$ cat src/inc/standby_pkg.sv
package standby_pkg;
   // ------------------------------------------------------------
   // register map (word byte addresses)
   // ------------------------------------------------------------
   localparam logic [3:0] addr_clock_control = 4'h0;
   localparam logic [3:0] addr_wait_select   = 4'h4;
   localparam logic [3:0] addr_irq_request   = 4'h8;
   localparam logic [3:0] addr_irq_enable    = 4'hC;
   // ------------------------------------------------------------
   // field positions
   // ------------------------------------------------------------
   localparam int stop_bit      = 3;
   localparam int halt_bit      = 2;
   localparam int bypass_bit    = 2;
   localparam int key_src       = 3;
   localparam int timer_src     = 0;
   localparam int irq0_src      = 1;
   // ------------------------------------------------------------
   // reset values and wait exponents
   // ------------------------------------------------------------
   localparam logic [3:0] clock_control_reset = 4'h0;
   localparam logic [3:0] wait_select_reset   = 4'h0;
   localparam int wait_exp_000 = 20;
   localparam int wait_exp_011 = 17;
   localparam int wait_exp_101 = 15;
   localparam int wait_exp_111 = 13;
   localparam int reset_wait_exp_long  = 17;
   localparam int reset_wait_exp_short = 15;
   localparam int osc_start_cycles     = 16;
   typedef enum logic [2:0] {st_run, st_halt, st_stop, st_osc_start, st_wait} standby_type;
endpackage

$ cat src/rtl/wait_counter.sv
`timescale 1ns/1ps
module wait_counter
   import standby_pkg::*;
#(
   parameter int width = 21
) (
   // clock and reset
   input  wire logic             mclk,
   input  wire logic             nrst,
   // control
   input  wire logic             start,
   input  wire logic [width-1:0] limit,
   // status
   output logic                  done
);
   logic [width-1:0] count;
   logic             busy;

   always_ff @(posedge mclk) begin
      if (!nrst) begin
         count <= '0;
         busy  <= 1'b0;
         done  <= 1'b0;
      end else if (start) begin
         count <= '0;
         busy  <= 1'b1;
         done  <= 1'b0;
      end else if (busy) begin
         if (count == limit) begin
            busy <= 1'b0;
            done <= 1'b1;
         end else begin
            count <= count + 1'b1;
         end
      end else begin
         done <= 1'b0;
      end
   end
endmodule

$ cat src/rtl/standby_mode_controller.sv
// The address map and the Avalon-MM register port were decided locally.
`timescale 1ns/1ps
// Contract
// - stop halts oscillator, cpu, interval timer and timer counters
// - halt gates only cpu clock; oscillator and timers keep running
// - standby keeps all registers, flags, memory and port latches
// - stop instruction sets control bit 3, halt sets bit 2
// - interval timer runs in halt; interval flag or watchdog reset
// - irq zero in standby only with filter bypassed; key test on falling edge
// - reset or enabled interrupt request releases stop and halt
// - key fall with return enable pin high releases stop by reset
// - key return reset ignores interrupt enable flags
// - enabled pending request at entry releases halt immediately
// - stop with pending request goes to halt, waits, resumes
// - enabled request during stop enters halt, waits, then runs
// - wait select low bits pick 2^20, 2^17, 2^15 or 2^13 periods
// - wait count starts only after oscillator restarts
// - reset release wait is build option 2^17 or 2^15
// - disabled sources never release stop; key return reset still does
// - external reset clears both flags; key reset sets key flag
// - master enable decides vectored interrupt after two instructions
// - key fall in stop with enable pin low gives no reset
module standby_mode_controller
   import standby_pkg::*;
#(
   parameter bit long_reset_wait = 1'b1,
   parameter int wait_scale      = 0
) (
   // clock and reset
   input  wire logic        mclk,
   input  wire logic        nrst,
   // avalon-mm slave
   input  wire logic [3:0]  avs_address,
   input  wire logic        avs_read,
   input  wire logic        avs_write,
   input  wire logic [31:0] avs_writedata,
   output logic [31:0]      avs_readdata,
   output logic             avs_waitrequest,
   // cpu side
   input  wire logic        stop_exec,
   input  wire logic        halt_exec,
   input  wire logic        master_interrupt_enable,
   input  wire logic        watchdog_timer_mode,
   input  wire logic        timer_overflow,
   input  wire logic        timer_tick,
   input  wire logic        noise_filter_bypass_bit,
   // pins
   input  wire logic        external_irq_zero,
   input  wire logic [3:0]  key_input_pin,
   input  wire logic        key_return_reset_enable_pin,
   // outputs
   output logic             osc_enable,
   output logic             cpu_clock_enable,
   output logic             timers_enable,
   output logic             system_reset,
   output logic             vector_request,
   output logic             key_return_flag,
   output logic             watchdog_flag
);
   // ------------------------------------------------------------
   // registers and state
   // ------------------------------------------------------------
   standby_type      state;
   logic [3:0]       processor_clock_control;
   logic [3:0]       standby_wait_select;
   logic [3:0]       irq_request;
   logic [3:0]       int_enable_flag;
   logic [3:0]       key_s1, key_s2, key_prev;
   logic [3:0]       req_set, req_clear;
   logic             krr_s1, krr_s2, irq0_s1, irq0_s2, irq0_prev;
   logic             key_fall, irq0_fall, pending, reset_release;
   logic [21:0]      wait_limit;
   logic             wait_start, wait_done;
   logic [4:0]       osc_count;
   logic             bus_ack;

   // ------------------------------------------------------------
   // pin synchronisers
   // ------------------------------------------------------------
   always_ff @(posedge mclk) begin
      if (!nrst) begin
         key_s1 <= 4'hF;
         key_s2 <= 4'hF;
         key_prev <= 4'hF;
         krr_s1 <= 1'b0;
         krr_s2 <= 1'b0;
         irq0_s1 <= 1'b1;
         irq0_s2 <= 1'b1;
         irq0_prev <= 1'b1;
      end else begin
         key_s1 <= key_input_pin;
         key_s2 <= key_s1;
         key_prev <= key_s2;
         krr_s1 <= key_return_reset_enable_pin;
         krr_s2 <= krr_s1;
         irq0_s1 <= external_irq_zero;
         irq0_s2 <= irq0_s1;
         irq0_prev <= irq0_s2;
      end
   end

   // key falling edge
   // a low key pin masks the other pins' falls
   assign key_fall  = (&key_prev) && !(&key_s2);
   assign irq0_fall = irq0_prev && !irq0_s2 && (state == st_run || noise_filter_bypass_bit);
   assign pending   = |(irq_request & int_enable_flag);

   // ------------------------------------------------------------
   // bus slave: one wait cycle per access
   // ------------------------------------------------------------
   always_ff @(posedge mclk) begin
      if (!nrst) begin
         avs_waitrequest <= 1'b1;
         avs_readdata <= 32'h0000_0000;
      end else begin
         // idles high, so every access waits exactly one cycle
         avs_waitrequest <= !((avs_read || avs_write) && avs_waitrequest);
         if (avs_read && avs_waitrequest) begin
            unique case (avs_address)
               addr_clock_control: avs_readdata <= {28'h0, processor_clock_control};
               addr_wait_select:   avs_readdata <= {28'h0, standby_wait_select};
               addr_irq_request:   avs_readdata <= {28'h0, irq_request};
               addr_irq_enable:    avs_readdata <= {28'h0, int_enable_flag};
               default:            avs_readdata <= 32'h0000_0000;
            endcase
         end
      end
   end
   assign bus_ack = !avs_waitrequest;

   // ------------------------------------------------------------
   // software registers
   // ------------------------------------------------------------
   always_ff @(posedge mclk) begin
      if (!nrst) begin
         processor_clock_control <= clock_control_reset;
         standby_wait_select <= wait_select_reset;
         int_enable_flag <= 4'h0;
      end else begin
         if (avs_write && bus_ack && avs_address == addr_wait_select) begin
            standby_wait_select <= avs_writedata[3:0];
         end
         if (avs_write && bus_ack && avs_address == addr_irq_enable) begin
            int_enable_flag <= avs_writedata[3:0];
         end
         if (avs_write && bus_ack && avs_address == addr_clock_control) begin
            processor_clock_control[1:0] <= avs_writedata[1:0];
         end
         if (stop_exec) begin
            processor_clock_control[stop_bit] <= 1'b1;
         end else if (halt_exec) begin
            processor_clock_control[halt_bit] <= 1'b1;
         end else if (state == st_run) begin
            processor_clock_control[3:2] <= 2'b00;
         end
      end
   end

   // request flags: set wins over software clear
   // interval, irq zero and key flag sets
   always_comb begin
      req_set = 4'h0;
      req_set[timer_src] = timer_tick && timers_enable && !watchdog_timer_mode;
      req_set[irq0_src] = irq0_fall;
      req_set[key_src] = key_fall;
   end
   assign req_clear = (avs_write && bus_ack && avs_address == addr_irq_request)
                      ? avs_writedata[3:0] : 4'h0;
   always_ff @(posedge mclk) begin
      if (!nrst) begin
         irq_request <= 4'h0;
      end else begin
         irq_request <= req_set | (irq_request & ~req_clear);
      end
   end

   // ------------------------------------------------------------
   // wait selection
   // ------------------------------------------------------------
   always_comb begin
      wait_limit = '0;
      if (reset_release) begin
         wait_limit[(long_reset_wait ? reset_wait_exp_long : reset_wait_exp_short)
                    - wait_scale] = 1'b1;
      end else begin
         unique case (standby_wait_select[2:0])
            3'h3:    wait_limit[wait_exp_011 - wait_scale] = 1'b1;
            3'h5:    wait_limit[wait_exp_101 - wait_scale] = 1'b1;
            3'h7:    wait_limit[wait_exp_111 - wait_scale] = 1'b1;
            default: wait_limit[wait_exp_000 - wait_scale] = 1'b1;
         endcase
      end
   end

   wait_counter #(.width(22)) u_wait (
      .mclk  (mclk),
      .nrst  (nrst),
      .start (wait_start),
      .limit (wait_limit - 22'h1),
      .done  (wait_done)
   );

   // ------------------------------------------------------------
   // standby sequencer
   // ------------------------------------------------------------
   always_ff @(posedge mclk) begin
      if (!nrst) begin
         state <= st_run;
         osc_count <= 5'h0;
         wait_start <= 1'b0;
         reset_release <= 1'b0;
         system_reset <= 1'b0;
      end else begin
         wait_start <= 1'b0;
         system_reset <= 1'b0;
         unique case (state)
            st_run: begin
               // stop with pending goes halt and waits
               if (stop_exec && pending) begin
                  state <= st_wait;
                  reset_release <= 1'b0;
                  wait_start <= 1'b1;
               end else if (stop_exec) begin
                  state <= st_stop;
               end else if (halt_exec && !pending) begin
                  state <= st_halt;
               end
            end
            st_halt: begin
               if (watchdog_timer_mode && timer_overflow) begin
                  system_reset <= 1'b1;
                  state <= st_run;
               end else if (pending) begin
                  state <= st_run;
               end
            end
            st_stop: begin
               if (key_fall && krr_s2) begin
                  reset_release <= 1'b1;
                  state <= st_osc_start;
                  osc_count <= 5'h0;
               end else if (pending) begin
                  reset_release <= 1'b0;
                  state <= st_osc_start;
                  osc_count <= 5'h0;
               end
            end
            st_osc_start: begin
               if (osc_count == 5'(osc_start_cycles - 1)) begin
                  state <= st_wait;
                  wait_start <= 1'b1;
               end else begin
                  osc_count <= osc_count + 5'h1;
               end
            end
            st_wait: begin
               if (wait_done) begin
                  state <= st_run;
                  system_reset <= reset_release;
               end
            end
            default: state <= st_run;
         endcase
      end
   end

   // ------------------------------------------------------------
   // clock gating and flags
   // ------------------------------------------------------------
   always_ff @(posedge mclk) begin
      if (!nrst) begin
         osc_enable <= 1'b1;
         cpu_clock_enable <= 1'b1;
         timers_enable <= 1'b1;
         vector_request <= 1'b0;
      end else begin
         osc_enable <= (state != st_stop);
         timers_enable <= (state != st_stop) && (state != st_osc_start);
         cpu_clock_enable <= (state == st_run);
         vector_request <= master_interrupt_enable && state == st_run
                           && |(irq_request & int_enable_flag & ~(4'h1 << key_src));
      end
   end

   always_ff @(posedge mclk) begin
      if (!nrst) begin
         key_return_flag <= 1'b0;
         watchdog_flag <= 1'b0;
      end else if (state == st_wait && wait_done && reset_release) begin
         key_return_flag <= 1'b1;
      end else if (state == st_halt && watchdog_timer_mode && timer_overflow) begin
         watchdog_flag <= 1'b1;
      end
   end

   // ------------------------------------------------------------
   // checks
   // ------------------------------------------------------------
   property p_stop_osc;
      @(posedge mclk) disable iff (!nrst) (state == st_stop) |=> !osc_enable;
   endproperty
   a_stop_osc: assert property (p_stop_osc) else $error("osc runs in stop");
   property p_halt_osc;
      @(posedge mclk) disable iff (!nrst) (state == st_halt) |=> osc_enable && !cpu_clock_enable;
   endproperty
   a_halt_osc: assert property (p_halt_osc) else $error("halt gating wrong");
   property p_stop_bit;
      @(posedge mclk) disable iff (!nrst) stop_exec |=> processor_clock_control[stop_bit];
   endproperty
   a_stop_bit: assert property (p_stop_bit) else $error("stop bit not set");
   property p_pending_stop;
      @(posedge mclk) disable iff (!nrst) (state == st_run && stop_exec && pending) |=> state == st_wait;
   endproperty
   a_pending_stop: assert property (p_pending_stop) else $error("stop not bypassed");
   property p_no_release;
      @(posedge mclk) disable iff (!nrst)
         (state == st_stop && !pending && !(key_fall && krr_s2)) |=> state == st_stop;
   endproperty
   a_no_release: assert property (p_no_release) else $error("spurious stop release");
   property p_key_reset;
      @(posedge mclk) disable iff (!nrst) (state == st_stop && key_fall && krr_s2) |=> state == st_osc_start;
   endproperty
   a_key_reset: assert property (p_key_reset) else $error("key reset missed");
   property p_osc_first;
      @(posedge mclk) disable iff (!nrst) (state == st_stop) ##1 (state == st_osc_start) |-> !wait_start;
   endproperty
   a_osc_first: assert property (p_osc_first) else $error("wait before osc");
   property p_halt_release;
      @(posedge mclk) disable iff (!nrst) (state == st_halt && pending) |=> state == st_run;
   endproperty
   a_halt_release: assert property (p_halt_release) else $error("halt not released");
endmodule

$ cat config.mk
export PLATFORM = sky130hd
export DESIGN_NAME = standby_mode_controller
export DESIGN_NICKNAME = d
export VERILOG_FILES = /design/src/inc/standby_pkg.sv /design/src/rtl/wait_counter.sv /design/src/rtl/standby_mode_controller.sv
export SDC_FILE = /design/constraint.sdc
export NUM_CORES = 1
export LEC_CHECK = 0
export BUFFER_PORTS_ARGS = -buffer_cell sky130_fd_sc_hd__buf_4
export CORE_ASPECT_RATIO = 1.4
export CORE_MARGIN = 3
export CORE_UTILIZATION = 30
export CTS_BUF_LIST = sky130_fd_sc_hd__clkbuf_4 sky130_fd_sc_hd__clkbuf_8
export DETAILED_ROUTE_END_ITERATION = 16
export PLACE_DENSITY = 0.54
export SLEW_MARGIN = 20
export SYNTH_ARGS = -nofsm -noshare
export SYNTH_HDL_FRONTEND = slang
export SYNTH_SLANG_ARGS = --single-unit
$ cat constraint.sdc
create_clock -name mclk -period 6.5 [get_ports mclk]
set_input_delay 0.325 -clock mclk [delete_from_list [all_inputs] [get_ports mclk]]
set_output_delay 0.325 -clock mclk [all_outputs]
set_load 0.01 [all_outputs]
Yosys cells after proc, flatten, opt, wreduce, memory -nomap -nowiden --
Index checks and enable logic that the tools add are counted.
Storage, ports and cells: bits in latches 0, ROM bits 0, flip-flop bits (word level) 107, memory bits (writable) 0, word-level logic and storage cells 156, memories kept 0
Operators by class: multiply operators 0, reduce and logical (&&, ||, !) cells 51, bitwise gates (word level) 9, equality and inequality tests 22, muxes and demuxes 41, divide/modulo/power cells 0, add/sub/neg operators 3, shifts and indexed selects 0, magnitude comparators 0
Operators with widths (count):
- 2-to-1 mux 3 bit | 9
- logical AND 1 bit | 23
- adder 22 x 1 -> 22 bit, second input constant | 1
- == test 22 bit | 1
- subtractor 21 x 1 -> 22 bit, second input constant | 1
- 2-to-1 mux 1 bit | 21
- case mux 4 bit (4 select lines) | 1
- 2-to-1 mux 5 bit | 3
- case mux 3 bit (5 select lines) | 1
- case mux 5 bit (2 select lines) | 1
- == test 3 x 2 -> 1 bit, second input constant | 3
- == test 3 bit, second input constant | 3
- OR reduction 3 bit | 3
- AND 4 bit | 2
- == test 4 bit, second input constant | 2
- inequality test 2 bit, second input constant | 4
- AND reduction 2 bit | 4
- AND reduction 4 bit | 2
- nonzero test 2 bit | 4
- zero test 1 bit | 6
- inequality test 3 x 2 -> 1 bit, second input constant | 2
- inequality test 3 bit, second input constant | 2
- case mux 1 bit (2 select lines) | 3
- AND reduction 3 bit | 2
- 17 further kinds | 22

Longest topological paths before layout --
Gate-level depths: netlist of the first run.
word-level depth 9, gate-level depth with buffers 12, mapped depth without buffers 10

By module --
A second synthesis of the first run with hierarchy kept.
Unflattened totals: cells, all modules 440, area total of the unflattened synthesis 3958.8 sq um
Modules (own cells, without submodules):
- standby_mode_controller | cells an instance 262, times used 1, sequential area each 1101.1 sq um, area an instance 2472.4 sq um
- wait_counter | cells an instance 178, times used 1, sequential area each 480.5 sq um, area an instance 1486.4 sq um

Least setup slack after synthesis of the first run --
Ideal clock, no wire load.
path kind flip-flop to flip-flop, start point reg standby_wait_select[2], end point reg u_wait.count[0], cell stages (with the launch flop) 13, setup slack 3.633 ns, library setup time 0.128 ns, path buffers 2, data required time 6.372 ns, arrival 2.739 ns, path through dfxtp_1 > inv_1 > or4b_2 > ha_1 > ha_1 > xnor2_1 > nor3_1 > o2111ai_2 > o21ai_2 > buf_6 > buf_8 > xor2_2 > nor2_1
On the way: word-level cells in the longest chain between the ends 8, elaborated cells on any way between the ends 16, those cells by class add/sub: 1; eq/ne: 4; mux: 8; bitwise: 1; reduce/logical: 2
RTL lines:
- from (decl) | line standby_mode_controller.sv:65 | logic [3:0] standby_wait_select;
- from (signal assigned) | line standby_mode_controller.sv:137 | standby_wait_select <= wait_select_reset;
- from (signal assigned) | line standby_mode_controller.sv:141 | standby_wait_select <= avs_writedata[3:0];
- == test 3 bit / == test 3 x 2 -> 1 bit (equally long branches) | line standby_mode_controller.sv:186 | unique case (standby_wait_select[2:0])
- OR reduction 3 bit (no line)
- 2-to-1 mux 1 bit | line standby_mode_controller.sv:186
- 2-to-1 mux 1 bit | line standby_mode_controller.sv:182 | if (reset_release) begin
- subtractor 21 x 1 -> 22 bit (*) | line standby_mode_controller.sv:199 | .limit (wait_limit - 22'h1),
- == test 22 bit (*) | line wait_counter.sv:29 | if (count == limit) begin
- inverter 1 bit (no line) (*)
- AND reduction 2 bit (no line) (*)
- to (signal assigned) | line wait_counter.sv:33 | count <= count + 1'b1;
- to (decl) | line wait_counter.sv:16 | logic [width-1:0] count;
Mark *: on every way between the ends. The rest lies on a longest branch, timed or not. A chain may end at the register's enable or synchronous reset.

Worst setup path in the final report of the first run --
start point reg standby_wait_select[2], end point reg u_wait.count[11]
Same word-level chain as after synthesis.

==> summary.txt, run 1 <==
Global routing
  • Global Route Usage Sum: 11.25%
  • First-pass GRT wire length: 12.30 mm
  • Largest net degree at the start of global routing: between 50 and 60
  • Initial antenna violation count: 0
  • Grt ovf: 0
  • Vias in the first global route: 2,560

Clock tree
  • Clock transition at path regs: 80 ps
  • Clk Latency, worst-skew pair: 350 ps
  • Post-CTS sizing: 0
  • H-tree Lvls: 3
  • CTS Root Cell: clkbuf_8
  • CTS Buf Count: 9
  • Max clock buf depth: 2
  • Hold-fix buffers, CTS: 0
  • Setup Fix Bufs, Post-CTS: 0
  • # clock sinks: roughly 80
  • CTS tree: built

Die
  • Chip height: 137.4 um
  • Die extent in x: ~100 um
  • Io pins: 93
  • Initial Util: 31.00%
  • Die area: 13,720 sq um
  • CORE AREA: 11,940 sq um
  • Standard-cell row count: 47

Timing
  • Final Cycle Share: 56.78%
  • Clock skew: 8.570 ps
  • RSZ-0062 raised after global routing: false
  • Relative slew slack: 40.24%
  • Max frequency: 0.2710 GHz
  • Final setup violation count: 0
  • Final Hold Vio Count: 0
  • Worst slew pin tran: 896.2 ps
  • Final setup TNS: 0 ps
  • Final Slew Violations: 0
  • Min Clock Period, post-route: 3691 ps

Critical path
  • Arrival @ worst endpoint: 3900 ps
  • Critical path capture point type: register
  • R2R depth: 10
  • Reg-to-Reg End: u_wait.count[11]$_SDFFE_PP0P_
  • CP max FO: 25
  • R2R setup slack: approximately 2800 ps
  • Crit path launch type: register
  • Worst Setup Path Type: register to register
  • Worst EP required: 6710 ps
  • FF-to-FF Start: standby_wait_select[2]$_SDFFE_PN0P_

Placed design
  • Number of I/O port buffers: 36
  • Placed insts: 558
  • Routability cong.: 0.7635
  • Placed Area: 3959 sq um
  • DP HPWL: approximately 5.4 mm

Synthesis
  • Async set-reset flop share out of synthesis: 0%
  • Netlist cell types: 58
  • Ys Warns: 0
  • Post-synthesis simple-gate area fraction: 25.39%
  • Post-synthesis compound-gate area fraction: 11.97%
  • Synth Cell Area: roughly 3700 sq um
  • EDFF count, synth: 0
  • Synth Instances: 393
  • Adder-Cell Fraction of Synth Area: 1.690%
  • Seq/Total Area, Yosys: 42.73%
  • Xor and xnor area share after synthesis: 3.989%
  • Main combinational cell family by area after synthesis: simple AND/OR/NAND/NOR gates
  • Top_reg_cell synth: dfxtp_1
  • Post-synthesis mux area share: under 10%
  • Yosys reg bits: 79
  • Syn avg cell area: between 9 and 10 sq um

Power
  • Pwr Density: 250.8 nW/um^2
  • Worst IR drop on VDD: 0.1217 mV
  • Total power: between 1 and 1.5 mW
  • Leak pwr: 1.651 nW

Drt
  • Pre-antenna DRT Iters: 4
  • Vias: 2,732
  • Number of vias per cell: 4.760
  • Routed Antenna Nets: 0
  • Met2 wire length: approximately 3.6 mm
  • Post-Route WL: about 7.4 mm
  • Wirelength per Cell: 12.93 um
  • First DRT Iteration DRCs: 84
  • Drt drc: 0
  • Max layer used: met4
  • Met3 routed WL: 351 um
  • Met1 WL: 3.303 mm

Final layout
  • Nets: 480
  • Final cell count without fillers: 574
  • Area growth syn-to-layout: 12.17%
  • Layout cells sized above 1: 17.33%
  • Most common cell after layout, fill and taps aside: dfxtp_1
  • Fin util: about a third
  • # diodes: 0
  • Commonest cells after routing, fill and taps aside: 79 x dfxtp_1, 36 x buf_4, 30 x nand2_1, 28 x conb_1, 25 x nor2_1
  • Fin area: 4151 sq um

Min path
  • Worst hold endpoint: key_s1[1]$_SDFF_PN1_
  • Hold path depth: 2
  • Worst Hold Launch: key_input_pin[1]
  • Worst hold path class: input pin to register

Outcome
  • Status: completed

Run
  • MaxCap Viol Count: 0
-- critical path, stage by stage, from the launching register on --
cell,delay (ps)
dfxtp_1,430
inv_1,70
or4b_2,670
ha_1,240
ha_1,220
xnor2_1,140
nor4_1,310
o2111ai_2,350
o21ai_2,810
or3_1,240
a21oi_2,60
-- registers in the layout, indices dropped and copies added (netlist names), 3 cells and up --
name                     cells
key_s1                       4
int_enable_flag              4
key_prev                     4
avs_readdata                 4
osc_count                    5
state                        3
u_wait.count                22
key_s2                       4
irq_request                  4
standby_wait_select          4
processor_clock_control      4
-- synthesized netlist by cell type, drive strengths merged (7+ instances only) --
cell    count  area share [%]
o211ai      8             1.6
nand2b     16             2.7
nand3      13             1.8
o21ai      10             1.6
clkbuf     11             1.1
or4         8             1.6
mux2i      12             3.2
nor3        7             1.1
nor2       25             2.5
a21oi      15             2.1
buf        34             6.9
xor2       13             3.3
nand2      31             3.3
dfxtp      79              43
nor2b      21             3.5
-- layout make-up --
class | count | area [sq um]
inverter | 4 | 15.01
fill | 1234 | 7786
timing repair buffer | 36 | 270.3
sequential | 79 | 1582
clock buffer | 10 | 131.4
tap | 147 | 183.9
multi-input combinational | 292 | 1908
clock inverter | 6 | 61.31
-- layer usage --
layer / track usage, % / up-vias
met5: 0 / -
met1: 13.90 / 1278
li1: - / 1385
met2: 18.37 / 61
met3: 3.040 / 8
met4: 4.784 / 0
-- stage by stage --
stage	setup WS, ps	hold WS, ps
2_1_floorplan	3633	386.3
3_3_place_gp	2929	388.3
3_5_place_dp	2827	391.8
4_1_cts	2800	137.7
5_1_grt	2348	130.5
6_report	2809	146.8
-- how the worst max path moves through the flow --
stage	start	cells past startpoint	slack, ps	end
after global placement	standby_wait_select[2]$_SDFFE_PN0P_	10	2930	u_wait.count[11]$_SDFFE_PP0P_
after floorplan	standby_wait_select[2]$_SDFFE_PN0P_	12	3630	u_wait.count[0]$_SDFFE_PP0P_
after detailed placement	standby_wait_select[2]$_SDFFE_PN0P_	10	2830	u_wait.count[6]$_SDFFE_PP0P_
after global routing	standby_wait_select[2]$_SDFFE_PN0P_	10	2350	u_wait.count[6]$_SDFFE_PP0P_
final	standby_wait_select[2]$_SDFFE_PN0P_	10	2810	u_wait.count[11]$_SDFFE_PP0P_
after CTS	standby_wait_select[2]$_SDFFE_PN0P_	10	2800	u_wait.count[12]$_SDFFE_PP0P_
-- logic make-up after synthesis --
logic type | Yosys count
buffers and inverters | 49
adder cells (fa/ha/maj) | 5
multiplexers | 16
XOR/XNOR | 16
other | 1
flip-flops | 79
AND/OR/NAND/NOR | 163
AO/OA/AOI/OAI | 64
-- power by group --
part	switching, mW	total (mW)	internal (mW)
registers	0.0263	0.533	0.506
logic	0.0857	0.149	0.0634
clock network	0.179	0.359	0.180
Power figures use the tool's default switching activity.
==> inputs of run 2 (changes only) <==
==> constraint.sdc (replaced) <==
create_clock -name mclk -period 3.7 [get_ports mclk]
set_input_delay 0.185 -clock mclk [delete_from_list [all_inputs] [get_ports mclk]]
set_output_delay 0.185 -clock mclk [all_outputs]
set_load 0.01 [all_outputs]
==> summary.txt, run 2 (synthesized netlist as in run 1, its figures left out) <==
Outcome
  • Status: completed

Power
  • Seq pwr share: 47.3% (-3.9 points)
  • Combinational power share: 13.4% (-0.9 points)
  • Worst IR drop on VDD: 0.2207 mV (+81%)
  • Pwr Density: 463.2 nW/um^2 (+85%)
  • Leak pwr: 1.703 nW (+3.1%)
  • Net Sw Power: 0.5259 mW (+81%)
  • Total power: 1.981 mW (+90%)
  • Sw Ratio: 26.55% (-1.4 points)
  • Internal power: 1.455 mW (+94%)
  • Clock power share: 39.3% (+4.8 points)

Clock tree
  • Max clock buf depth: 2 (unchanged)
  • Setup Fix Bufs, Post-CTS: 0 (unchanged)
  • CTS Buf Count: 9 (unchanged)
  • H-tree Lvls: 3 (unchanged)
  • CTS Root Cell: clkbuf_8
  • Clk Latency, worst-skew pair: 360 ps (about the same)
  • # clock sinks: 79 (unchanged)
  • Clock transition at path regs: 80 ps (about the same)
  • CTS tree: built

Final layout
  • Final cell count without fillers: 582 (+1.4%)
  • Commonest cells after routing, fill and taps aside: 79 x dfxtp_1, 38 x buf_4, 30 x nand2_1, 28 x conb_1, 25 x nor2_1
  • Layout cells sized above 1: 17.47% (+0.14 points)
  • Nets: 488 (+1.7%)
  • Max reg flops: 22 (unchanged)
  • Largest register by flop count: u_wait.count
  • Fill count: 1,215 (-1.5%)
  • Area growth syn-to-layout: 15.55%
  • Most common cell after layout, fill and taps aside: dfxtp_1
  • Top Registers: u_wait.count (22), osc_count (5)
  • # diodes: 0 (unchanged)

Timing
  • Min Clock Period, post-route: 3313 ps (-377.8 ps)
  • Final Hold Vio Count: 0 (unchanged)
  • Max frequency: 0.3019 GHz (+11%)
  • Clock skew: 10.30 ps (+1.731 ps)
  • RSZ-0062 raised after global routing: false
  • Final setup violation count: 0 (unchanged)
  • Slack of the critical path: 387.2 ps (-2422 ps)
  • Relative slew slack: 42.57% (+2.3 points)
  • Final Cycle Share: 89.53% (+33 points)
  • Worst slew pin tran: 849.5 ps (-46.70 ps)
  • Final Slew Violations: 0 (unchanged)
  • Final setup TNS: 0 ps (unchanged)
  • Hold_ws: 32.45 ps (-114.4 ps)

Placed design
  • Routability cong.: 0.7708 (+0.96%)
  • Place WS: 391.6 ps (-2435 ps)
  • DP HPWL: 5.422 mm (+0.26%)
  • Number of I/O port buffers: 36 (unchanged)
  • Placed insts: 560 (+0.36%)

Min path
  • Worst hold path class: input pin to register

Die
  • CORE AREA: 11,940 sq um (unchanged)
  • Die area: 13,720 sq um (unchanged)
  • Chip height: 137.4 um (unchanged)
  • Io pins: 93 (unchanged)
  • Die extent in x: 99.87 um (unchanged)
  • Standard-cell row count: 47 (unchanged)
  • Initial Util: 31.00% (unchanged)

Drt
  • Drt drc: 0 (unchanged)
  • Pre-antenna DRT Iters: 4 (unchanged)
  • Wirelength per Cell: 12.73 um (-1.6%)
  • Routed Antenna Nets: 0 (unchanged)
  • First DRT Iteration DRCs: 120 (+43%)
  • Number of vias per cell: 4.718 (-0.87%)
  • Post-Route WL: 7.409 mm (-0.19%)
  • Vias: 2,746 (+0.51%)

Critical path
  • Worst EP required: 3980 ps (-2730 ps)
  • Crit-path max cell delay: 670 ps (-140 ps)
  • Critical path capture point type: register
  • Crit path launch type: register
  • CP max FO: 25 (unchanged)
  • Worst path cell trace: inv_1 -> or4b_2 -> ha_1 -> ha_1 -> xnor2_1 -> nor4_1 -> o2111ai_2 -> o21ai_2 -> buf_4 -> or4_1 -> a21oi_1
  • Worst Setup Path Type: register to register
  • CP max stage cell: or4b_2
  • Crit path top cell by count: ha_1
  • Arrival @ worst endpoint: 3590 ps (-310 ps)

Global routing
  • Global Route Usage Sum: 11.43% (+0.18 points)
  • Initial antenna violation count: 0 (unchanged)
  • First-pass GRT wire length: 12.39 mm (+0.67%)
  • Vias in the first global route: 2,533 (-1.1%)
  • Largest net degree at the start of global routing: 56 (unchanged)
  • Grt ovf: 0 (unchanged)

Run
  • MaxCap Viol Count: 0 (unchanged)
## run 2: cell type report
class / instances / area [sq um] / share of cell area (%)
inverter: 4 / 15.01 / 0.3511
timing repair buffer: 44 / 345.3 / 8.075
tap: 147 / 183.9 / 4.301
clock buffer: 9 / 123.9 / 2.896
sequential: 79 / 1582 / 36.98
clock inverter: 7 / 118.9 / 2.779
multi-input combinational: 292 / 1908 / 44.62
## run 2: repair_timing
item                                    CTS  global route
hold buffers                              6             0
resized for setup                         0             0
hold endpoints to repair                  6             0
endpoints found under the setup margin    0             0
## run 2: metrics by stage
step	utilization [%]	area, sq um
after CTS	35.82	4277
after floorplan	-	3802
after global routing	35.82	4277
after detailed placement	33.29	3974
final	35.82	4277
after global placement	33.29	3974
## run 2: path summary, 6_finish.rpt
kind	end	cells after the start	slack, ps	startpoint
hold reg to reg	key_s2[3]$_SDFF_PN1_	1	410	key_s1[3]$_SDFF_PN1_
setup / recovery	u_wait.count[5]$_SDFFE_PP0P_	11	390	standby_wait_select[2]$_SDFFE_PN0P_
setup reg to reg	u_wait.count[5]$_SDFFE_PP0P_	11	390	standby_wait_select[2]$_SDFFE_PN0P_
hold / removal	krr_s1$_SDFF_PN0_	2	30	key_return_reset_enable_pin
## run 2: metal layers
metal	wire, um	GRT usage, %	up-vias	part of all wire, %
met5	0	0	-	0
met2	3668	18.49	54	50
met3	343	3.749	8	4.6
met4	112	4.784	0	1.5
met1	3285	13.88	1281	44
li1	-	-	1403	-
## run 2: power by group through the flow
stage | clock, mW | sequential [mW] | combinational (mW)
floorplan | 0 | 0.930 | 0.232
global placement | 0 | 0.957 | 0.264
detailed placement | 0 | 0.957 | 0.265
CTS | 0.800 | 0.937 | 0.271
global route | 0.839 | 0.945 | 0.301
finish | 0.778 | 0.936 | 0.266
## run 2: worst max-delay path, delay by kind of cell, from the launching register on
| family | cells | cell delay, ps |
|---|---|---|
| AOI/OAI and AO/OA | 3 | 670 |
| and+or+nand+nor | 3 | 1170 |
| adders and majority gates | 2 | 460 |
| DFF | 1 | 440 |
| xor gates and xnor gates | 1 | 180 |
| buffers and inverters | 2 | 310 |
